File: config.mk
export PLATFORM = sky130hd
export DESIGN_NAME = uht_top
export DESIGN_NICKNAME = d
export VERILOG_FILES = /design/src/design/uht_pkg.sv /design/src/design/uht_tick_if.sv /design/src/design/uht_top.sv /design/src/design/uht_prescaler.sv
export SDC_FILE = /design/constraint.sdc
export NUM_CORES = 1
export LEC_CHECK = 0
export BUFFER_PORTS_ARGS = -buffer_cell sky130_fd_sc_hd__buf_2
export CAP_MARGIN = 20
export CORE_ASPECT_RATIO = 0.6
export CORE_MARGIN = 2
export CORE_UTILIZATION = 45
export CTS_CLUSTER_DIAMETER = 80
export DETAILED_ROUTE_END_ITERATION = 10
export HOLD_SLACK_MARGIN = 0.06
export PLACE_DENSITY = 0.76
export SYNTH_ARGS = -nofsm -noshare
export SYNTH_HDL_FRONTEND = slang
export SYNTH_HIERARCHICAL = 1
export SYNTH_SLANG_ARGS = --single-unit
File: constraint.sdc
create_clock -name clk -period 9.9 [get_ports clk]
set_input_delay 0.495 -clock clk [delete_from_list [all_inputs] [get_ports clk]]
set_output_delay 0.495 -clock clk [all_outputs]
set_load 0.005 [all_outputs]
File: src/design/uht_pkg.sv
/*
 upper-half timer package: register map, field positions, reset values,
 prescale codes. assumes a 32-bit wishbone word per register.
*/
package uht_pkg;
    // --------------------------------------------------------------
    // register map
    // --------------------------------------------------------------
    localparam logic [3:0] UHT_CTRL_OFS = 4'h0;
    localparam logic [3:0] UHT_COUNT_OFS = 4'h4;
    localparam logic [3:0] UHT_STAT_OFS = 4'h8;
    localparam logic [15:0] UHT_CTRL_RST = 16'h0000;
    localparam logic [15:0] UHT_CTRL_MASK = 16'hA072;
    localparam logic [15:0] UHT_COUNT_RST = 16'h0000;
    // --------------------------------------------------------------
    // control fields
    // --------------------------------------------------------------
    localparam int UHT_RUN_POS = 15;
    localparam int UHT_IDLE_POS = 13;
    localparam int UHT_GATE_POS = 6;
    localparam int UHT_PS_LSB = 4;
    localparam int UHT_SRC_POS = 1;
    // --------------------------------------------------------------
    // prescale codes and terminal counts
    // --------------------------------------------------------------
    localparam logic [1:0] UHT_PS_1 = 2'h0;
    localparam logic [1:0] UHT_PS_8 = 2'h1;
    localparam logic [1:0] UHT_PS_64 = 2'h2;
    localparam logic [1:0] UHT_PS_256 = 2'h3;
    localparam logic [7:0] UHT_TC_1 = 8'h00;
    localparam logic [7:0] UHT_TC_8 = 8'h07;
    localparam logic [7:0] UHT_TC_64 = 8'h3F;
    localparam logic [7:0] UHT_TC_256 = 8'hFF;
    localparam logic [7:0] UHT_PS_RST = 8'h00;
endpackage

File: src/design/uht_tick_if.sv
/*
 interface carrying timer settings from the top to the prescaler.
 assumes the top drives enable, ps_sel and raw_tick and the prescaler drives tick.
*/
`timescale 1ns/1ps
interface uht_tick_if;
    logic enable;
    logic [1:0] ps_sel;
    logic raw_tick;
    logic tick;
    modport ctl (output enable, output ps_sel, output raw_tick, input tick);
    modport pre (input enable, input ps_sel, input raw_tick, output tick);
endinterface

File: src/design/uht_top.sv
/*
 upper half of a 32-bit timer pair: control register, 16-bit counter,
 gated accumulation, external count pin, wishbone classic slave.
 assumes pair_32bit_mode and the lower control bits come from the lower
 timer on the same clock; pins arrive asynchronously.
*/
// The Wishbone interface to the registers and the register addresses were decided locally.
// Behaviour
// - run bit set starts the 16-bit count; clear stops it
// - idle_halt set stops the timer while the device is idle
// - idle_halt clear keeps the timer running in idle
// - internal source with gate enable gives gated time accumulation
// - external source ignores the gate enable bit
// - source set counts external pin rising edges, clear counts clk
// - in 32-bit pair mode the lower control register governs all but idle_halt
// - external count pin may be omitted per instance
`timescale 1ns/1ps
module uht_top
    import uht_pkg::*;
#(
    parameter bit HAS_EXT_PIN = 1'b1
)
(
    // clock and reset
    input wire logic clk,
    input wire logic rst,
    // wishbone classic slave
    input wire logic cyc_i,
    input wire logic stb_i,
    input wire logic we_i,
    input wire logic [3:0] adr_i,
    input wire logic [3:0] sel_i,
    input wire logic [31:0] dat_i,
    output logic [31:0] dat_o,
    output logic ack_o,
    // device and pair state
    input wire logic device_idle,
    input wire logic pair_32bit_mode,
    input wire logic [15:0] lower_timer_control,
    // pins
    input wire logic external_count_pin,
    input wire logic gate_pin,
    // status out
    output logic [15:0] count_out,
    output logic counting
);
    import uht_pkg::*;

    // ------------------------------------------------------------------
    // pin synchronisers and edge detect
    // ------------------------------------------------------------------
    logic [1:0] ext_sync_r;
    logic [1:0] ext_sync_nxt;
    logic ext_prev_r;
    logic ext_prev_nxt;
    logic [1:0] gate_sync_r;
    logic [1:0] gate_sync_nxt;
    logic ext_rise;

    always_comb
    begin
        // absent pin is held low so no edges ever appear
        ext_sync_nxt = {ext_sync_r[0], HAS_EXT_PIN & external_count_pin};
        ext_prev_nxt = ext_sync_r[1];
        gate_sync_nxt = {gate_sync_r[0], gate_pin};
        ext_rise = ext_sync_r[1] & ~ext_prev_r;
    end

    always_ff @(posedge clk)
    begin
        if (rst)
        begin
            ext_sync_r <= 2'h0;
            ext_prev_r <= 1'b0;
            gate_sync_r <= 2'h0;
        end
        else
        begin
            ext_sync_r <= ext_sync_nxt;
            ext_prev_r <= ext_prev_nxt;
            gate_sync_r <= gate_sync_nxt;
        end
    end

    // ------------------------------------------------------------------
    // effective settings
    // ------------------------------------------------------------------
    logic [15:0] ctrl_r;
    logic [15:0] ctrl_nxt;
    logic [15:0] eff;
    logic run_eff;
    logic gate_eff;
    logic src_ext;
    logic halted;
    logic gate_hi;

    always_comb
    begin
        // pair mode: lower control register takes over
        eff = pair_32bit_mode ? lower_timer_control : ctrl_r;
        src_ext = eff[UHT_SRC_POS];
        gate_eff = eff[UHT_GATE_POS] & ~src_ext;
        // idle halt stays this register's own bit even in pair mode
        halted = device_idle & ctrl_r[UHT_IDLE_POS];
        run_eff = eff[UHT_RUN_POS] & ~halted;
        gate_hi = gate_sync_r[1];
    end

    // ------------------------------------------------------------------
    // prescaler
    // ------------------------------------------------------------------
    uht_tick_if tif ();

    always_comb
    begin
        tif.enable = run_eff & (~gate_eff | gate_hi);
        tif.ps_sel = eff[UHT_PS_LSB +: 2];
        tif.raw_tick = src_ext ? ext_rise : 1'b1;
    end

    uht_prescaler u_pre (
        .clk(clk),
        .rst(rst),
        .tif(tif)
    );

    // ------------------------------------------------------------------
    // counter
    // ------------------------------------------------------------------
    logic [15:0] cnt_r;
    logic [15:0] cnt_nxt;
    logic ack_r;
    logic ack_nxt;
    logic [31:0] dat_r;
    logic [31:0] dat_nxt;
    logic req;

    always_comb
    begin
        req = cyc_i & stb_i & ~ack_r;
        cnt_nxt = cnt_r;
        if (tif.tick)
            cnt_nxt = cnt_r + 16'h0001;
        if (req && we_i && adr_i == UHT_COUNT_OFS)
        begin
            if (sel_i[0])
                cnt_nxt[7:0] = dat_i[7:0];
            if (sel_i[1])
                cnt_nxt[15:8] = dat_i[15:8];
        end
    end

    // ------------------------------------------------------------------
    // wishbone slave
    // ------------------------------------------------------------------
    always_comb
    begin
        ctrl_nxt = ctrl_r;
        ack_nxt = req;
        dat_nxt = dat_r;
        if (req && we_i && adr_i == UHT_CTRL_OFS)
        begin
            if (sel_i[0])
                ctrl_nxt[7:0] = dat_i[7:0] & UHT_CTRL_MASK[7:0];
            if (sel_i[1])
                ctrl_nxt[15:8] = dat_i[15:8] & UHT_CTRL_MASK[15:8];
        end
        if (req && !we_i)
        begin
            unique case (adr_i)
                UHT_CTRL_OFS: dat_nxt = {16'h0000, ctrl_r};
                UHT_COUNT_OFS: dat_nxt = {16'h0000, cnt_r};
                UHT_STAT_OFS: dat_nxt = {29'h0, halted, pair_32bit_mode,
                    tif.enable};
                // unmapped reads answer zero
                default: dat_nxt = 32'h0000_0000;
            endcase
        end
    end

    always_ff @(posedge clk)
    begin
        if (rst)
        begin
            ctrl_r <= UHT_CTRL_RST;
            cnt_r <= UHT_COUNT_RST;
            ack_r <= 1'b0;
            dat_r <= 32'h0000_0000;
        end
        else
        begin
            ctrl_r <= ctrl_nxt;
            cnt_r <= cnt_nxt;
            ack_r <= ack_nxt;
            dat_r <= dat_nxt;
        end
    end

    assign ack_o = ack_r;
    assign dat_o = dat_r;
    assign count_out = cnt_r;
    assign counting = tif.enable;
endmodule

File: src/design/uht_prescaler.sv
/*
 input prescaler: divides raw ticks by 1, 8, 64 or 256.
 assumes raw_tick is a one-cycle pulse on clk.
*/
`timescale 1ns/1ps
module uht_prescaler
    import uht_pkg::*;
(
    // clock and reset
    input wire logic clk,
    input wire logic rst,
    // settings and tick
    uht_tick_if.pre tif
);
    logic [7:0] cnt_r;
    logic [7:0] cnt_nxt;
    logic [7:0] tc;

    always_comb
    begin
        unique case (tif.ps_sel)
            UHT_PS_1: tc = UHT_TC_1;
            UHT_PS_8: tc = UHT_TC_8;
            UHT_PS_64: tc = UHT_TC_64;
            UHT_PS_256: tc = UHT_TC_256;
        endcase
        cnt_nxt = cnt_r;
        tif.tick = 1'b0;
        if (!tif.enable)
        begin
            // stopping clears the prescaler so a restart is aligned
            cnt_nxt = UHT_PS_RST;
        end
        else if (tif.raw_tick)
        begin
            if (cnt_r >= tc)
            begin
                cnt_nxt = UHT_PS_RST;
                tif.tick = 1'b1;
            end
            else
            begin
                cnt_nxt = cnt_r + 8'h01;
            end
        end
    end

    always_ff @(posedge clk)
    begin
        if (rst)
            cnt_r <= UHT_PS_RST;
        else
            cnt_r <= cnt_nxt;
    end
endmodule

-- Word level (Yosys, flattened, before mapping)
Index checks and enable logic that the tools add are counted.
- register bits after elaboration: 68
- input port bits: 65
- output and inout bits: 50
- logic and storage cells: 53
- $add $sub $neg: 2
- $lt $le $gt $ge: 1
- equal/unequal tests: 5
- mux-type cells: 12
- bitwise logic cells: 14
- reductions and logical operators: 10
- operators with widths (cell ; number):
    16-bit two-way mux ; 3
    16-bit case mux with 3 select lines ; 1
    8-bit case mux with 4 select lines ; 1
    8-bit two-way mux ; 3
    16-bit by 1-bit adder with 16-bit output (second input constant) ; 1
    8-bit by 1-bit adder with 8-bit output (second input constant) ; 1
    8-bit greater-or-equal comparator ; 1
    1-bit bitwise AND ; 7
    1-bit inverter ; 6
    2-bit == test (second input constant) ; 2
    4-bit by 3-bit == test with 1-bit output (second input constant) ; 1
    4-bit == test (second input constant) ; 1
    1-bit logical AND ; 4
    4-bit zero test ; 1
    1-bit two-way mux ; 4
    2-bit AND reduction ; 2
    2-bit by 1-bit == test with 1-bit output (second input constant) ; 1
    2-bit zero test ; 1
    2-bit OR reduction ; 1
    1-bit zero test ; 1
    1-bit OR ; 1

-- Logic depth before layout (Yosys ltp)
- depth after elaboration: 10
- depth in mapped cells: 15
- gate-level depth less buffers: 13

-- Modules after synthesis
Netlist, hierarchy kept.
- by module, submodules not included (module ; times used ; cells an instance ; area an instance (µm²) ; seq. area each (µm²)):
    uht_top ; 1 ; 239 ; 2129.5 ; 880.8
    uht_prescaler ; 1 ; 67 ; 553.0 ; 160.2

-- Worst setup path before layout
Ideal clock, no wire load.
- path kind: input-to-reg
- start: in pair_32bit_mode
- end: reg cnt_r[15] (netlist: count_out[15])
- library setup time: 79 ps
- arrival: 3476 ps
- required time: 9821 ps
- slack: 6345 ps
- stages: 15
- buffers on the path: 2
- cells stage by stage: clkbuf_1 -> mux2_2 -> nor2_2 -> ha_1 -> nor2_1 -> o31ai_1 -> nand4_1 -> a31oi_2 -> and2_1 -> buf_2 -> nand3_1 -> or4_4 -> nor4_4 -> xnor2_1 -> a211oi_2
- cells in the longest elaborated chain, start to end: 10
- elaborated cells on any way between the ends: 20
- classes of those cells: 1 x order compare; 3 x eq/ne; 9 x mux; 6 x bitwise; 1 x reduce/logical
- RTL lines (what ; RTL line ; text):
    from (decl) ; uht_top.sv:38 ; input wire logic pair_32bit_mode,
    16-bit two-way mux * ; uht_top.sv:100 ; eff = pair_32bit_mode ? lower_timer_control : ctrl_r;
    named net eff[4] ; uht_top.sv:90 ; logic [15:0] eff;
    2-bit == test, or another cell as far along ; uht_prescaler.sv:21 ; unique case (tif.ps_sel)
    8-bit case mux with 4 select lines * ; uht_prescaler.sv:21 ;
    8-bit greater-or-equal comparator * ; uht_prescaler.sv:36 ; if (cnt_r >= tc)
    1-bit two-way mux * ; uht_prescaler.sv:36 ;
    1-bit two-way mux * ; uht_prescaler.sv:34 ; else if (tif.raw_tick)
    1-bit two-way mux * ; uht_prescaler.sv:29 ; if (!tif.enable)
    named net tif.tick ; uht_tick_if.sv:10 ; logic tick;
    16-bit two-way mux * ; uht_top.sv:142 ; if (tif.tick)
    8-bit two-way mux ; uht_top.sv:148 ; if (sel_i[1])
    16-bit two-way mux * ; uht_top.sv:144 ; if (req && we_i && adr_i == UHT_COUNT_OFS)
    to (signal assigned) ; uht_top.sv:193 ; cnt_r <= cnt_nxt;
    to (decl) ; uht_top.sv:130 ; logic [15:0] cnt_r;
The timed path passes the listed nets; every way through them passes the cells marked *.
A chain may end at the register's enable or synchronous reset.

-- Final worst setup path
- start: in pair_32bit_mode
- end: reg cnt_r[12] (netlist: count_out[12])
Same word-level chain as after synthesis.

==> flow_summary_export.csv <==
group,metric,value,unit
outcome,run_status,"complete, no violations",
die,floorplan.die_area,0.006615,sq mm
sta,finalSetupTns,0,ps
logic_synthesis,syn_area,0.002683,sq mm
clock_tree,h-tree-depth,2,
logic_synthesis,register_area_share_after_synthesis,38.81,%
final_layout,finalInstanceArea,0.003098,sq mm
final_layout,mostFrequentLayoutCell,"sky130_fd_sc_hd__buf_2",
final_layout,insertedDiodeCount,0,
global_route,grt.total_usage,20.06,%
sta,finalSetupViolCount,0,
logic_synthesis,mean_post_synth_cell_area,8.767,sq um
sta,worst-slew-pin-transition,961.4,ps
power_and_ir_drop,internal_power,0.2787,mW
critical_path,cp-start-kind,"input port",
clock_tree,cts_inserted_buffers,5,
route,drt-pass1-iter-count,5,
global_route,antenna_found_initial,0,
clock_tree,cts.hold.buffers_added,0,
final_layout,post_route_cells_drive_above_1_share,24.52,%
flow_run,drv_cap,0,
route,drt_wl_total,6710,microns
power_and_ir_drop,static-leakage-power,1.339,nW
logic_synthesis,top_post_synthesis_cells_by_area,"sky130_fd_sc_hd__dfxtp_1 (39%), sky130_fd_sc_hd__nor2_1 (7.0%), sky130_fd_sc_hd__mux2i_1 (5.6%)",
clock_tree,cts.reportedPaths.clkPinSlew,100,ps
worst_hold_path,min_path_type,"in -> reg",
placement,place.port_buffers,69,
clock_tree,worst_skew_pair.late_latency,310,ps
worst_hold_path,hold-path-endpoint,"ext_sync_r[0]",
logic_synthesis,number_of_flops_mapped_to_enable_cells_by_yosys,0,
critical_path,worst-endpoint-required,10130,ps
sta,hold_viol,0,
final_layout,layout.cells.most_common_list,"sky130_fd_sc_hd__buf_2 (69), sky130_fd_sc_hd__dfxtp_1 (52), sky130_fd_sc_hd__nor2_1 (50)",
global_route,grt_pass1_vias,2072,
critical_path,critical_path.startpoint,"pair_32bit_mode",
power_and_ir_drop,net-switching-power,0.09097,mW
power_and_ir_drop,power.density,119.3,mW/mm^2
die,core.rowCount,21,
sta,maxSlewViolCount,0,
route,drt_first_iter_violations,157,
logic_synthesis,yosysTopAreaCell,"sky130_fd_sc_hd__dfxtp_1",
clock_tree,clock_tree.root_cell,"sky130_fd_sc_hd__clkbuf_8",
critical_path,startpoint_of_the_worst_slack_reg_to_reg_timing_path,"ctrl_r[5]",
critical_path,setup.worst_path.end_class,"flip-flop",
logic_synthesis,async_reset_ff_share,0,%
sta,post-route-period-util,36.82,%
critical_path,cells_on_worst_reg2reg_path,13,
clock_tree,cts_num_sinks,52,
clock_tree,post-cts-setup-buffer-count,0,
clock_tree,cts_resized,0,
global_route,grt-ovfl-total,0,
global_route,grt_first_pass_wirelength,10490,microns
sta,skew,12.96,ps
route,drt_drc_violations_left,0,
placement,gp_routability_congestion,0.8734,
power_and_ir_drop,swShare,24.60,%
placement,placed_cell_area,0.003004,sq mm
die,floorplan.initialDensity,47.27,%
sta,final_critical_path_time_including_i_o_delays_and_setup,3645,ps
clock_tree,tritoncts_clock_tree,"done",
route,post_drt_wl_per_cell,15.01,microns
sta,max_clock_freq,0.2744,GHz
clock_tree,clock_tree.buffer_depth,2,
critical_path,rrSetupSlack,6340,ps
logic_synthesis,synthDominantCellAreaShare,38.81,%
worst_hold_path,worst_hold_stages,2,
logic_synthesis,postSynthRegisterBits,52,
logic_synthesis,yosys_warnings,6,
final_layout,num-nets-final,439,
die,y_dimension_of_the_die,63.81,microns
die,coreArea,0.005675,sq mm
critical_path,worst-endpoint-arrival,3880,ps
logic_synthesis,cells_after_synth,306,
worst_hold_path,hold_path.startpoint,"external_count_pin",
die,dieWidth,103.7,microns
power_and_ir_drop,total_power,0.3697,mW
critical_path,cp_max_fo,8,
power_and_ir_drop,share_comb_of_total_power,8.2,%
final_layout,area_growth,15.49,%
power_and_ir_drop,sequentialPowerShare,57.2,%
sta,worst_slew_margin_relative_to_its_limit,35.91,%
critical_path,worstReg2RegEnd,"count_out[12]",
logic_synthesis,top_flip_flop_cell_by_instance_count_after_synthesis,"sky130_fd_sc_hd__dfxtp_1",
route,antenna_nets_post_route,0,
route,num_vias,2352,
placement,detailedPlacementHpwl,5063,microns
route,routed_via_density,5.262,
power_and_ir_drop,largest_voltage_drop_on_the_vdd_net,64.58,uV
sta,rsz0062_at_grt,"false",
critical_path,timing.setup.critical_path_class,"in -> reg",
die,io_count,115,
global_route,grt_start_max_net_pins,46,
power_and_ir_drop,p_clk_share,34.6,%
logic_synthesis,synth.lib_cells_used.distinct,45,
sequential cells by signal, summed over array words and instances (netlist names):
register,flops
ack_o,1
count_out,16
ctrl_r,6
dat_o,16
ext_prev_r,1
ext_sync_r,2
gate_sync_r,2
u_pre/cnt_r,8
power groups by stage:
stage	Sequential, mW	Clock, mW	Combinational (mW)
final	0.212	0.128	0.0303
after CTS	0.212	0.128	0.0299
after global routing	0.212	0.137	0.0333
after floorplan	0.216	0	0.0226
after detailed placement	0.216	0	0.0296
after global placement	0.216	0	0.0288
cell families after synthesis:
family / count (synthesis) / synth area share, %
other: 1 / 0.1398
xor gates and xnor gates: 20 / 6.530
AOI/OAI and AO/OA: 49 / 14.04
muxes: 17 / 6.436
adders and majority gates: 8 / 3.731
and+or+nand+nor: 115 / 21.78
buffers and inverters: 44 / 8.535
DFF: 52 / 38.81
cell type report:
| type | instances | area (sq um) |
|---|---|---|
| inverters | 13 | 48.80 |
| multi-input cells | 225 | 1469 |
| clock inverters | 1 | 7.507 |
| fillers | 551 | 2577 |
| clock buffers | 7 | 86.33 |
| well taps | 80 | 100.1 |
| repair buffers | 69 | 345.3 |
| flip-flops and latches | 52 | 1041 |
cells in the mapped netlist (2+ instances only):
library cell,instances
sky130_fd_sc_hd__nand2_1,15
sky130_fd_sc_hd__buf_4,16
sky130_fd_sc_hd__mux2_2,2
sky130_fd_sc_hd__o221ai_1,2
sky130_fd_sc_hd__nand2b_1,3
sky130_fd_sc_hd__nor2b_1,5
sky130_fd_sc_hd__and2_1,2
sky130_fd_sc_hd__a21oi_1,10
sky130_fd_sc_hd__nor3_1,13
sky130_fd_sc_hd__o2111ai_1,2
sky130_fd_sc_hd__clkbuf_1,11
sky130_fd_sc_hd__a22oi_1,11
sky130_fd_sc_hd__nand3_2,4
sky130_fd_sc_hd__buf_2,3
sky130_fd_sc_hd__and3_1,2
sky130_fd_sc_hd__xor2_1,6
sky130_fd_sc_hd__a211oi_1,14
sky130_fd_sc_hd__inv_1,13
sky130_fd_sc_hd__nor2_1,50
sky130_fd_sc_hd__nand4_1,6
sky130_fd_sc_hd__ha_1,8
sky130_fd_sc_hd__xnor2_1,14
sky130_fd_sc_hd__mux2i_1,15
sky130_fd_sc_hd__nand3_1,7
sky130_fd_sc_hd__dfxtp_1,52
per-layer routing:
metal	part of all wire [%]	wire (microns)	track usage (%)
met2	42	2802	29.14
met5	0	0	0
met1	49	3312	29.84
met3	8.0	537	4.592
met4	0.85	57	5.236
through the flow:
| step | cells | setup WS, ps | hold slack [ps] | utilization [%] |
|---|---|---|---|---|
| 2_1_floorplan | 321 | 6345 | 413.8 | - |
| 3_3_place_gp | 439 | 6107 | 425.9 | 52.93 |
| 3_5_place_dp | 439 | 6011 | 427.3 | 52.93 |
| 4_1_cts | 447 | 6348 | 388.4 | 54.59 |
| 5_1_grt | 447 | 6009 | 421.9 | 54.59 |
| 6_report | 447 | 6255 | 394.4 | 54.59 |
worst max-delay path by stage:
stage | to | slack [ps] | cells after the start
6_report | count_out[12] | 6260 | 14
2_1_floorplan | count_out[15] | 6350 | 15
3_3_place_gp | count_out[12] | 6110 | 14
4_1_cts | count_out[12] | 6350 | 14
3_5_place_dp | count_out[12] | 6010 | 14
5_1_grt | count_out[12] | 6010 | 14
critical path, stage by stage:
cell and delay, ps:
sky130_fd_sc_hd__buf_2 180, sky130_fd_sc_hd__mux2_2 390, sky130_fd_sc_hd__nor2_2 130, sky130_fd_sc_hd__ha_1 170
sky130_fd_sc_hd__nor2_1 50, sky130_fd_sc_hd__o31ai_1 260, sky130_fd_sc_hd__nand4_1 150, sky130_fd_sc_hd__a31oi_2 390
sky130_fd_sc_hd__and2_1 370, sky130_fd_sc_hd__nand4_1 210, sky130_fd_sc_hd__nor3_1 520, sky130_fd_sc_hd__and4_1 270
sky130_fd_sc_hd__xnor2_1 70, sky130_fd_sc_hd__a211oi_1 220
No activity file was read; power rests on OpenSTA's default activity.
